==> src/verilog/data_map_regs.svh <==
// Constants for the data-space map and nonvolatile access timing
`ifndef DATA_MAP_REGS_SVH
`define DATA_MAP_REGS_SVH
`define REGFILE_LAST      16'h001F
`define STD_IO_FIRST      16'h0020
`define STD_IO_LAST       16'h005F
`define EXT_IO_FIRST      16'h0060
`define EXT_IO_LAST       16'h00FF
`define SRAM_FIRST        16'h0100
`define SRAM_LAST_V0      16'h02FF
`define SRAM_LAST_V1      16'h04FF
`define SRAM_LAST_V2      16'h04FF
`define SRAM_LAST_V3      16'h08FF
`define PC_WIDTH_V0       4'hB
`define PC_WIDTH_V1       4'hC
`define PC_WIDTH_V2       4'hD
`define PC_WIDTH_V3       4'hE
`define NV_LAST_V0        10'h0FF
`define NV_LAST_V1        10'h1FF
`define NV_LAST_V2        10'h1FF
`define NV_LAST_V3        10'h3FF
`define STD_IO_OFFSET     16'h0020
`define DISP_MAX          6'h3F
`define ARM_CYCLES        3'h4
`define NV_READ_STALL     3'h4
`define NV_WRITE_STALL    3'h2
`define SRAM_CYCLES       2'h2
`define CLK_PERIOD_NS     8
`define NV_ATOMIC_US      3400
`define NV_SPLIT_US       1800
`define NV_ATOMIC_CYCLES  ((`NV_ATOMIC_US * 1000) / `CLK_PERIOD_NS)
`define NV_SPLIT_CYCLES   ((`NV_SPLIT_US * 1000) / `CLK_PERIOD_NS)
`endif

==> src/verilog/data_map_pkg.sv <==
// Types shared by the data-space map block
package data_map_pkg;
  typedef enum logic [2:0] {
    REGION_REGFILE = 3'b000,
    REGION_STD_IO  = 3'b001,
    REGION_EXT_IO  = 3'b010,
    REGION_SRAM    = 3'b011,
    REGION_NONE    = 3'b100
  } region_e;
  typedef enum logic [2:0] {
    MODE_DIRECT   = 3'b000,
    MODE_INDIRECT = 3'b001,
    MODE_DISP     = 3'b010,
    MODE_PREDEC   = 3'b011,
    MODE_POSTINC  = 3'b100,
    MODE_PORT     = 3'b101
  } addr_mode_e;
  typedef enum logic [1:0] {
    PTR_X = 2'b00,
    PTR_Y = 2'b01,
    PTR_Z = 2'b10
  } ptr_sel_e;
  typedef enum logic [1:0] {
    ST_IDLE  = 2'b00,
    ST_SRAM  = 2'b01,
    ST_STALL = 2'b10
  } acc_state_e;
  typedef enum logic [1:0] {
    NVM_ATOMIC = 2'b00,
    NVM_ERASE  = 2'b01,
    NVM_WRITE  = 2'b10,
    NVM_RSVD   = 2'b11
  } nv_mode_e;
endpackage : data_map_pkg

==> src/verilog/data_map_access.sv <==
// Data-space decoder, pointer addressing and access stall control
`timescale 1ns/1ps
`include "data_map_regs.svh"
module data_map_access
  import data_map_pkg::*;
#(
  parameter logic [1:0] VARIANT = 2'h3
)
(
  input  wire logic        ref_clk_i,
  input  wire logic        resetn_i,
  input  wire logic        req_i,
  input  wire logic        data_space_write_i,
  input  wire logic [2:0]  mode_i,
  input  wire logic [1:0]  ptr_sel_i,
  input  wire logic [15:0] direct_addr_i,
  input  wire logic [5:0]  disp_i,
  input  wire logic [15:0] ptr_x_i,
  input  wire logic [15:0] ptr_y_i,
  input  wire logic [15:0] ptr_z_i,
  input  wire logic        nv_read_i,
  input  wire logic        nv_write_arm_i,
  input  wire logic        nv_write_strobe_i,
  input  wire logic [1:0]  nv_mode_i,
  input  wire logic [9:0]  nv_addr_i,
  input  wire logic [13:0] pc_next_i,
  output logic [15:0]      addr_o,
  output logic [4:0]       sel_o,
  output logic             data_space_load_o,
  output logic             data_space_write_o,
  output logic             ptr_we_o,
  output logic [1:0]       ptr_wsel_o,
  output logic [15:0]      ptr_wdata_o,
  output logic             stall_o,
  output logic             nv_write_arm_o,
  output logic             nv_write_strobe_o,
  output logic             nv_busy_o,
  output logic             nv_done_o,
  output logic             nv_read_o,
  output logic [9:0]       nv_addr_o,
  output logic [13:0]      prog_word_addr_o
);
  //------------------------------------------------------------
  // Variant decoding
  //------------------------------------------------------------
  function automatic logic [15:0] sram_last(input logic [1:0] v);
    case (v)
      2'h0:    sram_last = `SRAM_LAST_V0;
      2'h1:    sram_last = `SRAM_LAST_V1;
      2'h2:    sram_last = `SRAM_LAST_V2;
      default: sram_last = `SRAM_LAST_V3;
    endcase
  endfunction : sram_last

  function automatic logic [9:0] nv_last(input logic [1:0] v);
    case (v)
      2'h0:    nv_last = `NV_LAST_V0;
      2'h1:    nv_last = `NV_LAST_V1;
      2'h2:    nv_last = `NV_LAST_V2;
      default: nv_last = `NV_LAST_V3;
    endcase
  endfunction : nv_last

  function automatic logic [13:0] pc_mask(input logic [1:0] v);
    case (v)
      2'h0:    pc_mask = 14'h07FF;
      2'h1:    pc_mask = 14'h0FFF;
      2'h2:    pc_mask = 14'h1FFF;
      default: pc_mask = 14'h3FFF;
    endcase
  endfunction : pc_mask

  // One-hot region select from a data address
  function automatic logic [4:0] decode(input logic [15:0] a, input logic [1:0] v);
    if (a <= `REGFILE_LAST)
      decode = 5'h01;
    else if (a <= `STD_IO_LAST)
      decode = 5'h02;
    else if (a <= `EXT_IO_LAST)
      decode = 5'h04;
    else if (a <= sram_last(v))
      decode = 5'h08;
    else
      decode = 5'h10;
  endfunction : decode

  //------------------------------------------------------------
  // Pin-level nonvolatile control synchronisers
  //------------------------------------------------------------
  logic [2:0] sync1;
  logic [2:0] sync2;
  logic [2:0] sync_prev;
  always_ff @(posedge ref_clk_i) begin
    if (!resetn_i) begin
      sync1     <= 3'h0;
      sync2     <= 3'h0;
      sync_prev <= 3'h0;
    end else begin
      sync1     <= {nv_read_i, nv_write_strobe_i, nv_write_arm_i};
      sync2     <= sync1;
      sync_prev <= sync2;
    end
  end

  logic arm_set;
  logic strobe_set;
  logic rd_set;
  assign arm_set    = sync2[0] && !sync_prev[0];
  assign strobe_set = sync2[1] && !sync_prev[1];
  assign rd_set     = sync2[2] && !sync_prev[2];

  //------------------------------------------------------------
  // Write engine
  //------------------------------------------------------------
  logic nv_armed;
  logic nv_busy;
  logic nv_start;
  logic nv_done;
  nv_write_timer u_timer (
    .ref_clk_i    (ref_clk_i),
    .resetn_i     (resetn_i),
    .arm_set_i    (arm_set),
    .strobe_set_i (strobe_set),
    .mode_i       (nv_mode_i),
    .armed_o      (nv_armed),
    .busy_o       (nv_busy),
    .start_o      (nv_start),
    .done_o       (nv_done)
  );

  //------------------------------------------------------------
  // Address generation
  //------------------------------------------------------------
  logic [15:0] base;
  logic [15:0] eff_addr;
  logic [15:0] upd_ptr;
  logic        upd;
  always_comb begin
    case (ptr_sel_i)
      PTR_X:   base = ptr_x_i;
      PTR_Y:   base = ptr_y_i;
      default: base = ptr_z_i;
    endcase
    eff_addr = base;
    upd_ptr  = base;
    upd      = 1'b0;
    case (mode_i)
      MODE_DIRECT:  eff_addr = direct_addr_i;
      MODE_INDIRECT: eff_addr = base;
      MODE_DISP: begin
        eff_addr = (ptr_sel_i == PTR_X) ? ptr_y_i : base;
        eff_addr = eff_addr + {10'h000, disp_i};
      end
      MODE_PREDEC: begin
        upd_ptr  = base - 16'h0001;
        eff_addr = upd_ptr;
        upd      = 1'b1;
      end
      MODE_POSTINC: begin
        eff_addr = base;
        upd_ptr  = base + 16'h0001;
        upd      = 1'b1;
      end
      MODE_PORT:
        eff_addr = {10'h000, direct_addr_i[5:0]} + `STD_IO_OFFSET;
      default: eff_addr = direct_addr_i;
    endcase
  end

  //------------------------------------------------------------
  // Access sequencer
  //------------------------------------------------------------
  acc_state_e  state;
  acc_state_e  next_state;
  logic [2:0]  cnt;
  logic [2:0]  next_cnt;
  logic [15:0] next_addr;
  logic [4:0]  next_sel;
  logic        next_ld;
  logic        next_st;
  logic        next_pwe;
  logic [1:0]  next_pwsel;
  logic [15:0] next_pwdata;
  logic        next_stall;
  logic        next_nvrd;
  logic [9:0]  next_nvaddr;
  always_comb begin
    next_state  = state;
    next_cnt    = cnt;
    next_addr   = addr_o;
    next_sel    = 5'h00;
    next_ld     = 1'b0;
    next_st     = 1'b0;
    next_pwe    = 1'b0;
    next_pwsel  = ptr_wsel_o;
    next_pwdata = ptr_wdata_o;
    next_stall  = 1'b0;
    next_nvrd   = 1'b0;
    next_nvaddr = nv_addr_o;
    case (state)
      ST_IDLE: begin
        if (rd_set && !nv_busy) begin
          next_nvrd   = 1'b1;
          next_nvaddr = nv_addr_i & nv_last(VARIANT);
          next_cnt    = `NV_READ_STALL;
          next_stall  = 1'b1;
          next_state  = ST_STALL;
        end else if (nv_start) begin
          next_cnt    = `NV_WRITE_STALL;
          next_stall  = 1'b1;
          next_state  = ST_STALL;
        end else if (req_i) begin
          next_addr  = eff_addr;
          next_sel   = decode(eff_addr, VARIANT);
          next_ld    = !data_space_write_i;
          next_st    = data_space_write_i;
          next_pwe   = upd;
          next_pwsel = ptr_sel_i;
          next_pwdata = upd_ptr;
          if (next_sel == 5'h08) begin
            next_stall = 1'b1;
            next_state = ST_SRAM;
          end
        end
      end
      ST_SRAM: begin
        next_sel   = sel_o;
        next_ld    = data_space_load_o;
        next_st    = data_space_write_o;
        next_state = ST_IDLE;
      end
      ST_STALL: begin
        if (cnt <= 3'h1) begin
          next_state = ST_IDLE;
        end else begin
          next_stall = 1'b1;
        end
        next_cnt = cnt - 3'h1;
      end
      default: next_state = ST_IDLE;
    endcase
  end

  // Registered outputs
  always_ff @(posedge ref_clk_i) begin
    if (!resetn_i) begin
      state              <= ST_IDLE;
      cnt                <= 3'h0;
      addr_o             <= 16'h0000;
      sel_o              <= 5'h00;
      data_space_load_o  <= 1'b0;
      data_space_write_o <= 1'b0;
      ptr_we_o           <= 1'b0;
      ptr_wsel_o         <= 2'h0;
      ptr_wdata_o        <= 16'h0000;
      stall_o            <= 1'b0;
      nv_read_o          <= 1'b0;
      nv_addr_o          <= 10'h000;
      prog_word_addr_o   <= 14'h0000;
      nv_write_arm_o     <= 1'b0;
      nv_write_strobe_o  <= nv_busy;
      nv_busy_o          <= nv_busy;
      nv_done_o          <= nv_done;
    end else begin
      state              <= next_state;
      cnt                <= next_cnt;
      addr_o             <= next_addr;
      sel_o              <= next_sel;
      data_space_load_o  <= next_ld;
      data_space_write_o <= next_st;
      ptr_we_o           <= next_pwe;
      ptr_wsel_o         <= next_pwsel;
      ptr_wdata_o        <= next_pwdata;
      stall_o            <= next_stall;
      nv_read_o          <= next_nvrd;
      nv_addr_o          <= next_nvaddr;
      prog_word_addr_o   <= pc_next_i & pc_mask(VARIANT);
      nv_write_arm_o     <= nv_armed;
      nv_write_strobe_o  <= nv_busy;
      nv_busy_o          <= nv_busy;
      nv_done_o          <= nv_done;
    end
  end
endmodule : data_map_access

==> src/verilog/nv_write_timer.sv <==
// Self-timed nonvolatile write engine with arm window
`timescale 1ns/1ps
`include "data_map_regs.svh"
module nv_write_timer
  import data_map_pkg::*;
(
  input  wire logic       ref_clk_i,
  input  wire logic       resetn_i,
  input  wire logic       arm_set_i,
  input  wire logic       strobe_set_i,
  input  wire logic [1:0] mode_i,
  output logic            armed_o,
  output logic            busy_o,
  output logic            start_o,
  output logic            done_o
);
  logic [2:0]  arm_cnt;
  logic [2:0]  next_arm_cnt;
  logic [19:0] wr_cnt;
  logic [19:0] next_wr_cnt;
  logic        busy;
  logic        next_busy;
  logic        start;
  logic        next_start;
  logic        done;
  logic        next_done;
  logic        go;

  // A strobe counts only inside the arm window and not while busy
  assign go = strobe_set_i && (arm_cnt != 3'h0) && !busy && (mode_i != NVM_RSVD);

  // Arm window and write duration
  always_comb begin
    next_arm_cnt = arm_cnt;
    next_wr_cnt  = wr_cnt;
    next_busy    = busy;
    next_start   = 1'b0;
    next_done    = 1'b0;
    if (arm_set_i) begin
      next_arm_cnt = `ARM_CYCLES;
    end else if (arm_cnt != 3'h0) begin
      next_arm_cnt = arm_cnt - 3'h1;
    end
    if (go) begin
      next_busy    = 1'b1;
      next_start   = 1'b1;
      next_arm_cnt = 3'h0;
      next_wr_cnt  = (mode_i == NVM_ATOMIC) ? 20'(`NV_ATOMIC_CYCLES) : 20'(`NV_SPLIT_CYCLES);
    end else if (busy) begin
      if (wr_cnt <= 20'h00001) begin
        next_busy = 1'b0;
        next_done = 1'b1;
      end else begin
        next_wr_cnt = wr_cnt - 20'h00001;
      end
    end
  end

  // Reset clears the arm window and the start pulse; a running write finishes
  always_ff @(posedge ref_clk_i) begin
    if (!resetn_i) begin
      arm_cnt <= 3'h0;
      start   <= 1'b0;
      // A running write keeps counting; an idle engine comes up cleared
      if (busy) begin
        done   <= next_done;
        busy   <= next_busy;
        wr_cnt <= next_wr_cnt;
      end else begin
        done   <= 1'b0;
        busy   <= 1'b0;
        wr_cnt <= 20'h00000;
      end
    end else begin
      arm_cnt <= next_arm_cnt;
      wr_cnt  <= next_wr_cnt;
      busy    <= next_busy;
      start   <= next_start;
      done    <= next_done;
    end
  end

  assign armed_o = arm_cnt != 3'h0;
  assign busy_o  = busy;
  assign start_o = start;
  assign done_o  = done;
endmodule : nv_write_timer

==> config.mk <==
export PLATFORM = sky130hd
export DESIGN_NAME = data_map_access
export DESIGN_NICKNAME = d
export VERILOG_FILES = /design/src/verilog/data_map_pkg.sv /design/src/verilog/data_map_access.sv /design/src/verilog/nv_write_timer.sv
export VERILOG_INCLUDE_DIRS = /design/src /design/src/verilog
export SDC_FILE = /design/constraint.sdc
export NUM_CORES = 1
export LEC_CHECK = 0
export BUFFER_PORTS_ARGS = -buffer_cell sky130_fd_sc_hd__buf_4
export CAP_MARGIN = 20
export CORE_ASPECT_RATIO = 0.5
export CORE_MARGIN = 3
export CORE_UTILIZATION = 40
export CTS_BUF_LIST = sky130_fd_sc_hd__clkbuf_8 sky130_fd_sc_hd__clkbuf_16
export DETAILED_ROUTE_END_ITERATION = 16
export PLACE_DENSITY = 0.77
export SYNTH_ARGS = -nofsm -noshare
export SYNTH_HDL_FRONTEND = slang
export SYNTH_SLANG_ARGS = --single-unit
==> constraint.sdc <==
create_clock -name ref_clk_i -period 3.8 [get_ports ref_clk_i]
set_input_delay 0.57 -clock ref_clk_i [delete_from_list [all_inputs] [get_ports ref_clk_i]]
set_output_delay 0.57 -clock ref_clk_i [all_outputs]
set_load 0.005 [all_outputs]
==> results of run 1 <==
## placed cells by master, fill, tap and decap left out, drive strengths merged, types with 6 or more instances in the layout
cell and instances:
and3 8, clkbuf 11, and2 29, nor3 24, xnor2 28, a211oi 20
xor2 18, nand2b 6, or3 7, mux2i 23, ha 14, nand4 11
o21ai 57, nand3 21, mux2 6, nor2 89, dfxtp 111, o21a 12
nor4 16, inv 30, a21oi 59, a21boi 7, nand2 95, buf 203
a31oi 11
## path summary, 6_finish.rpt
check                         start                 end  slack (ns)  depth (start not counted)
setup reg to reg  u_timer.wr_cnt[0]  u_timer.wr_cnt[16]        0.98                         11
hold / removal       u_timer.done_o           nv_done_o        0.33                          0
hold reg to reg      u_timer.done_o           nv_done_o        0.33                          0
setup / recovery       ptr_sel_i[0]            sel_o[3]        0.24                         14
## per-layer routing
layer | up-vias | routed length [um] | track usage
met1 | 3078 | 8600 | 0.271
met5 | - | 0 | 0
met3 | 23 | 1210 | 0.0358
met2 | 217 | 9620 | 0.365
li1 | 3296 | - | -
met4 | 0 | 301 | 0.0524
## report_power, final
part | internal [mW] | switching (mW) | total [mW] | leakage (nW)
clock | 0.531 | 0.418 | 0.949 | 0.149
sequential | 1.29 | 0.0952 | 1.39 | 0.916
combinational | 0.417 | 0.464 | 0.881 | 2.53
## critical path, delay by kind of cell
| family | cells | cell delay [ns] |
|---|---|---|
| xor+xnor | 1 | 0.12 |
| mux | 1 | 0.22 |
| fa+ha+maj | 1 | 0.22 |
| simple gates | 5 | 1.67 |
| compound gates | 4 | 0.86 |
| buf+inv | 2 | 0.18 |
## metrics by stage
| step | utilization | hold slack [ns] | instances | total power, mW |
|---|---|---|---|---|
| after detailed placement | 0.520 | 0.312 | 1208 | 2.28 |
| after CTS | 0.539 | 0.329 | 1224 | 3.23 |
| after global placement | 0.520 | 0.312 | 1208 | 2.26 |
| after floorplan | - | 0.310 | 829 | 1.95 |
| final | 0.540 | 0.329 | 1225 | 3.22 |
| after global routing | 0.540 | 0.353 | 1225 | 3.39 |
## state kept, by name (all words and copies together) (netlist names), 2 cells and up
signal and cells:
u_timer.arm_cnt 3, sync2 3, nv_addr_o 10, ptr_wsel_o 2, prog_word_addr_o 14, state 2, u_timer.wr_cnt 20, sync_prev 3
sel_o 5, ptr_wdata_o 16, sync1 3, cnt 3, addr_o 16
## cells by family after synthesis
family | count (synthesis) | share of synthesized area
compound gates | 219 | 0.215
simple gates | 333 | 0.253
xor+xnor | 46 | 0.0611
buf+inv | 75 | 0.0520
flops | 111 | 0.337
mux | 30 | 0.0529
fa+ha+maj | 15 | 0.0296
## layout make-up
cell class	instances	area, um^2
clock buffer	10	239
clock inverter	6	65.1
fill	1524	7260
inverter	30	114
multi-input combinational	643	4070
sequential	111	2220
tap	221	277
timing repair buffer	204	1530
==> metrics.cfg, run 1 <==
[status]
outcome = complete, no violations

[yosys]
yosys_warnings = 0
synth.top_cell.area_share = 0.337
synthCells = 829
synth-seq-cells = 111
synthesis.nets = 952
synthesis.area_um2 = 6600
synthFlopType = dfxtp_1
synth_most_common_cell = dfxtp_1
synth_top_area_cell = dfxtp_1
yosysUniqueCellTypes = 79
ys_async_sr_fraction = 0
synth_seq_area_share = 0.337
synthTopCellsByCount = dfxtp_1 (111), nand2_1 (95), nor2_1 (89), a21oi_1 (58), o21ai_0 (46)
synth_area_leaders = dfxtp_1 (34%), nand2_1 (5.4%), nor2_1 (5.1%)
synth-edff-count = 0
postSynthAreaPerCell_um2 = 7.96

[global_route]
grt_overflow_total = 0
grt_max_degree = 51
grt_pass1_wl_um = 31800
antenna_found_initial = 0
grtUsageTotal = 0.210
grt_pass1_vias = 6378

[detailed_routing]
postRouteAntennaNets = 0
drt_pass1_iterations = 5
drt_iter0_drc = 477
wl_per_cell_um = 16.1
vias = 6614
via_per_inst = 5.40
wirelength_um = 19700
drcViolationCount = 0

[finish]
drive_gt1_frac = 0.258
syn2layout_area_growth_pct = 29.1
antenna_cells = 0
final_area_um2 = 8520
fin_nets = 1122

[timing]
min_period_ns = 3.56
fmax_mhz = 281
fin_tns_setup_ns = 0
final-setup-viol-count = 0
worstMarginPinSlew_ns = 0.899
hold_violations = 0
slew_headroom = 0.396
slew_violations = 0
skew_ns = 0.00633
rsz0062_at_grt = no
fin_crit_sh = 0.938
setup_ws_ns = 0.237

[clock_tree]
clockBufferDepth = 2
cts.sinks = 111
cts_root_buf = clkbuf_16
path_clk_slew_ns = 0.07
cts_tree = built
clk_latency_ns = 0.34
cts_resized = 0
numCtsBuffers = 9
h-tree-depth = 3
postCtsHoldBufs = 0
post-cts-setup-buffer-count = 0

[place]
dpl.hpwl_um = 15600
routabilityCongestion = 0.958
portBuffers = 179
pre_cts_ws_ns = -0.0897
detailed_place.area_um2 = 8210

[power]
pwr_density_cell_nw_per_um2 = 378
ir_worst_vdd_mv = 0.232
p_leak_nw = 3.59

[worst_hold_path]
min_path_type = reg -> reg

[floorplanning]
die_area_um2 = 18200
io_pins = 180
core-area_um2 = 15800
row_count = 32
start_util = 0.418
die_w_um = 188
die-height_um = 96.8

[critical_path]
endpoint_kind = register
critical_path.slowest_cell = a2111oi_0
cp-start-kind = primary input
path_common_cell = or2_2
cp.required_ns = 4.08
path_max_fanout = 4
arrival_ns = 3.84
critPathKind = in -> reg
critPathMaxStageDelay_ns = 0.48
path_cells = buf_4 > mux2i_1 > o21ai_2 > inv_2 > ha_1 > nor4bb_1 > a41oi_1 > or2_2 > nor4_2 > xor2_1 > a2111oi_0 > nand4_1 > or2_2 > o21ai_1

[run]
cap_violations = 0

Power figures use the tool's default switching activity.
==> run 2: changes to the inputs <==
--- a/config.mk
+++ b/config.mk
@@ -13,6 +13,7 @@
 export CORE_UTILIZATION = 40
 export CTS_BUF_LIST = sky130_fd_sc_hd__clkbuf_8 sky130_fd_sc_hd__clkbuf_16
 export DETAILED_ROUTE_END_ITERATION = 16
+export MAX_ROUTING_LAYER = met4
 export PLACE_DENSITY = 0.77
 export SYNTH_ARGS = -nofsm -noshare
 export SYNTH_HDL_FRONTEND = slang
==> metrics.cfg, run 2 (synthesis gave the netlist of run 1 again) <==
[timing]
final-setup-viol-count = 0
fmax_mhz = 286
worstMarginPinSlew_ns = 0.896
holdWs_ns = 0.329
fin_crit_sh = 0.919
fin_tns_setup_ns = 0
hold_violations = 0
slew_headroom = 0.398
min_period_ns = 3.49
skew_ns = 0.00687
rsz0062_at_grt = no
slew_violations = 0
setup_ws_ns = 0.307

[detailed_routing]
drt_pass1_iterations = 5
vias = 6644
wirelength_um = 19600
wl_per_cell_um = 16.0
via_per_inst = 5.42
drt_iter0_drc = 404
drcViolationCount = 0
postRouteAntennaNets = 0

[clock_tree]
cts_root_buf = clkbuf_16
clockBufferDepth = 2
numCtsBuffers = 9
clk_latency_ns = 0.34
path_clk_slew_ns = 0.07
post-cts-setup-buffer-count = 0
postCtsHoldBufs = 0
h-tree-depth = 3
cts_tree = built
cts.sinks = 111

[power]
pwr-share-clk = 0.296
intPower_mw = 2.26
p_sw_frac = 0.300
p_leak_nw = 3.60
ir_worst_vdd_mv = 0.231
pwr_density_cell_nw_per_um2 = 378
seq_power_share = 0.430
p_sw_mw = 0.968
combPwrFrac = 0.274

[worst_hold_path]
holdPathEnd = nv_done_o
hold-path-cell-count = 0
worstHoldStart = u_timer.done_o
min_path_type = reg -> reg

[place]
pre_cts_ws_ns = 0.0102
dpl.hpwl_um = 15600
portBuffers = 179
routabilityCongestion = 0.967
detailed_place.area_um2 = 8210

[floorplanning]
io_pins = 180
die_w_um = 188
row_count = 32
core-area_um2 = 15800
die-height_um = 96.8
start_util = 0.418
die_area_um2 = 18200

[critical_path]
arrival_ns = 3.77
cp-start-kind = primary input
r2r-start = u_timer.wr_cnt[0]
ff2ff_setup_slack_ns = 1.01
critPathKind = in -> reg
crit_start = ptr_sel_i[1]
cp.required_ns = 4.07
timing.rr.end = u_timer.wr_cnt[16]
reg2reg_depth = 11
path_max_fanout = 11
endpoint_kind = register

[finish]
drive_gt1_frac = 0.258
layout_common_cells = buf_4 (204), dfxtp_1 (111), nand2_1 (95)
syn2layout_area_growth_pct = 29.3
largest_register_ffs = 20
n_fill_cell = 1514
largestRegisters = u_timer.wr_cnt: 20 flops, addr_o: 16 flops, ptr_wdata_o: 16 flops
antenna_cells = 0
final_area_um2 = 8530
final_common_cell = buf_4
fin_nets = 1123
fin_util = 0.541
top_register = u_timer.wr_cnt

[status]
outcome = complete, no violations

[global_route]
grt_overflow_total = 0
antenna_found_initial = 0
grt_max_degree = 51
grt_pass1_wl_um = 32300
grtUsageTotal = 0.217
grt_pass1_vias = 6400

[run]
cap_violations = 0

run 2: changes by cell type in the layout (fill, tap and decap cells not counted):
cell        before  now
buf_4          203  204
clkbuf_8         1    2
clkinv_2         3    2
clkinvlp_4       1    0
run 2: how the worst max path moves through the flow:
stage	to	cells after the start
6_report	sel_o[3]	14
3_3_place_gp	sel_o[3]	14
3_5_place_dp	sel_o[3]	14
4_1_cts	sel_o[3]	14
2_1_floorplan	sel_o[3]	17
5_1_grt	sel_o[3]	14
run 2: power by group through the flow:
stage,Combinational [mW],Sequential [mW],Clock (mW)
final,0.882,1.39,0.955
after global routing,0.978,1.41,1.03
after CTS,0.879,1.39,0.977
after detailed placement,0.871,1.41,0
after global placement,0.854,1.41,0
after floorplan,0.556,1.40,0
run 2: critical path: stages:
cell and delay, ns:
buf_4 0.16, nand2_1 0.09, o21ai_0 0.09, ha_1 0.23, fa_1 0.44, a211oi_1 0.34, o21ai_1 0.21, nand4_1 0.13
xnor2_1 0.12, nor2_1 0.05, o32ai_1 0.46, nand4_1 0.35, or2_2 0.39, o21ai_1 0.13
run 2: metal layers:
metal  share of wire  GRT usage  vias up
li1                -          -     3288
met3           0.058     0.0377       15
met1            0.44      0.271     3114
met4          0.0066     0.0346        0
met5               0          -        -
met2            0.49      0.376      227
run 2: area by class of cell:
class                      instances  area, um^2  share of cell area
inverter                          30         114              0.0134
tap                              221         277              0.0324
timing repair buffer             205        1540               0.180
multi-input combinational        643        4070               0.477
sequential                       111        2220               0.261
clock buffer                      11         253              0.0296
clock inverter                     4        52.6             0.00616
run 2: timing repair:
action,4_1_cts,5_1_grt
resized for setup,0,0
setup endpoints to repair,0,1
hold endpoints to repair,0,0
run 2: per-stage QoR:
step / cells / total power, mW
finish: 1225 / 3.23
global placement: 1209 / 2.26
global route: 1225 / 3.41
floorplan: 829 / 1.95
CTS: 1224 / 3.24
detailed placement: 1209 / 2.28
==> run 3: changes to the inputs <==
--- a/config.mk
+++ b/config.mk
@@ -15,6 +15,8 @@
 export DETAILED_ROUTE_END_ITERATION = 16
 export MAX_ROUTING_LAYER = met4
 export PLACE_DENSITY = 0.77
+export REMOVE_ABC_BUFFERS = 1
+export SLEW_MARGIN = 25
 export SYNTH_ARGS = -nofsm -noshare
 export SYNTH_HDL_FRONTEND = slang
 export SYNTH_SLANG_ARGS = --single-unit
==> metrics.cfg, run 3 (synthesis gave the netlist of run 1 again) <==
[power]
combPwrFrac = 0.275
seq_power_share = 0.432
total_power_mw = 3.22
p_leak_nw = 3.63
p_sw_mw = 0.990
ir_worst_vdd_mv = 0.238
pwr_density_cell_nw_per_um2 = 377
p_sw_frac = 0.308
pwr-share-clk = 0.294
intPower_mw = 2.23

[global_route]
grtUsageTotal = 0.221
grt_pass1_vias = 6427
grt_max_degree = 51
grt_overflow_total = 0
antenna_found_initial = 0
grt_pass1_wl_um = 32200

[detailed_routing]
wl_per_cell_um = 16.0
drt_iter0_drc = 561
wirelength_um = 19700
drcViolationCount = 0
postRouteAntennaNets = 0
vias = 6610
drt_pass1_iterations = 5
via_per_inst = 5.37

[timing]
fin_crit_sh = 0.904
rsz0062_at_grt = no
holdWs_ns = 0.328
slew_violations = 0
hold_violations = 0
min_period_ns = 3.43
fmax_mhz = 291
setup_ws_ns = 0.365
final-setup-viol-count = 0
skew_ns = 0.00651
fin_tns_setup_ns = 0
worstMarginPinSlew_ns = 0.770
slew_headroom = 0.481

[clock_tree]
clockBufferDepth = 2
postCtsHoldBufs = 0
cts_tree = built
clk_latency_ns = 0.34
h-tree-depth = 3
cts.sinks = 111
path_clk_slew_ns = 0.07
cts_root_buf = clkbuf_16
numCtsBuffers = 9
cts_resized = 0
post-cts-setup-buffer-count = 0

[critical_path]
arrival_ns = 3.72
path_buf_inv = 3
cp.required_ns = 4.08
r2r-start = u_timer.wr_cnt[0]
path_max_fanout = 4
path_common_cell = buf_4
cp-endpoint = sel_o[1]
ff2ff_setup_slack_ns = 1.04
critPathMaxStageDelay_ns = 0.48
cp.depth = 15
timing.rr.end = u_timer.wr_cnt[16]
path_cells = buf_4 > mux2i_1 > o21ai_2 > inv_2 > ha_1 > nor4bb_1 > a41oi_1 > or2_2 > nor4_1 > xor2_1 > a2111oi_0 > nand4_1 > buf_4 > nor4_4 > a32o_1
cp-start-kind = primary input
endpoint_kind = register
crit_family = simple AND/OR/NAND/NOR gates
reg2reg_depth = 11
critPathKind = in -> reg
critical_path.slowest_cell = a2111oi_0
crit_start = ptr_sel_i[0]

[finish]
top_register = u_timer.wr_cnt
largestRegisters = u_timer.wr_cnt: 20 flops, addr_o: 16 flops, ptr_wdata_o: 16 flops
fin_nets = 1129
antenna_cells = 0
largest_register_ffs = 20
final_common_cell = buf_4
n_fill_cell = 1513
syn2layout_area_growth_pct = 29.3
drive_gt1_frac = 0.256
final_cells = 1232
layout_common_cells = buf_4 (211), dfxtp_1 (111), nand2_1 (95)

[place]
portBuffers = 179
dpl.hpwl_um = 15400
pre_cts_ws_ns = 0.0240
routabilityCongestion = 0.945
place_inst = 1216

[floorplanning]
core-area_um2 = 15800
row_count = 32
die_area_um2 = 18200
die-height_um = 96.8
start_util = 0.418
die_w_um = 188
io_pins = 180

[worst_hold_path]
min_path_type = reg -> reg

[status]
outcome = complete, no violations

[run]
cap_violations = 0

==> run 3: cell types whose count changed in the layout (fill, tap and decap cells not counted), sizes merged <==
cell / previous run / this run
inv: 30 / 31
buf: 204 / 211
clkinv: 3 / 5
clkbuf: 12 / 9
==> run 3: area by class of cell <==
type	instances	area [um^2]	area share
Timing Repair Buffer	211	1580	0.186
Clock inverter	7	70.1	0.00822
Tap cell	221	277	0.0324
Sequential cell	111	2220	0.261
Inverter	30	114	0.0134
Multi-Input combinational cell	643	4040	0.473
Clock buffer	9	225	0.0264
==> run 3: layer usage <==
| metal | vias to the layer above | GRT usage | wire length (um) | part of all wire |
|---|---|---|---|---|
| li1 | 3303 | - | - | - |
| met1 | 3077 | 0.285 | 8970 | 0.46 |
| met2 | 212 | 0.362 | 9330 | 0.47 |
| met3 | 18 | 0.0366 | 1180 | 0.060 |
| met4 | 0 | 0.0530 | 184 | 0.0094 |
| met5 | - | - | 0 | 0 |
==> run 3: worst register-to-register path, cell delays in order, from the launching register on <==
cell and delay [ns]:
dfxtp_1 0.39, inv_1 0.07, ha_1 0.22, nor2_1 0.09
nor4_1 0.07, a31oi_2 0.39, nand3_1 0.28, nor4_1 0.47
nand2b_1 0.14, nor4_1 0.26, xnor2_1 0.17, a21oi_1 0.08
==> run 3: worst min path at each step <==
stage / from / to / cells after the start
3_5_place_dp: u_timer.done_o / nv_done_o / 0
5_1_grt: u_timer.done_o / nv_done_o / 0
4_1_cts: u_timer.done_o / nv_done_o / 0
6_report: u_timer.done_o / nv_done_o / 0
2_1_floorplan: u_timer.done_o / nv_done_o / 0
3_3_place_gp: u_timer.done_o / nv_done_o / 0
==> run 3: per-stage QoR <==
stage                     cell area [um^2]   util
final                                 8530  0.541
after global routing                  8530  0.541
after CTS                             8530  0.541
after detailed placement              8230  0.522
after global placement                8230  0.522
after floorplan                       6370      -
==> run 3: power groups by stage <==
stage                     combinational (mW)  sequential (mW)  clock, mW
after global routing                   0.985             1.40       1.02
after floorplan                        0.512             1.40          0
after CTS                              0.882             1.39      0.968
after detailed placement               0.877             1.41          0
final                                  0.884             1.39      0.945
after global placement                 0.854             1.41          0
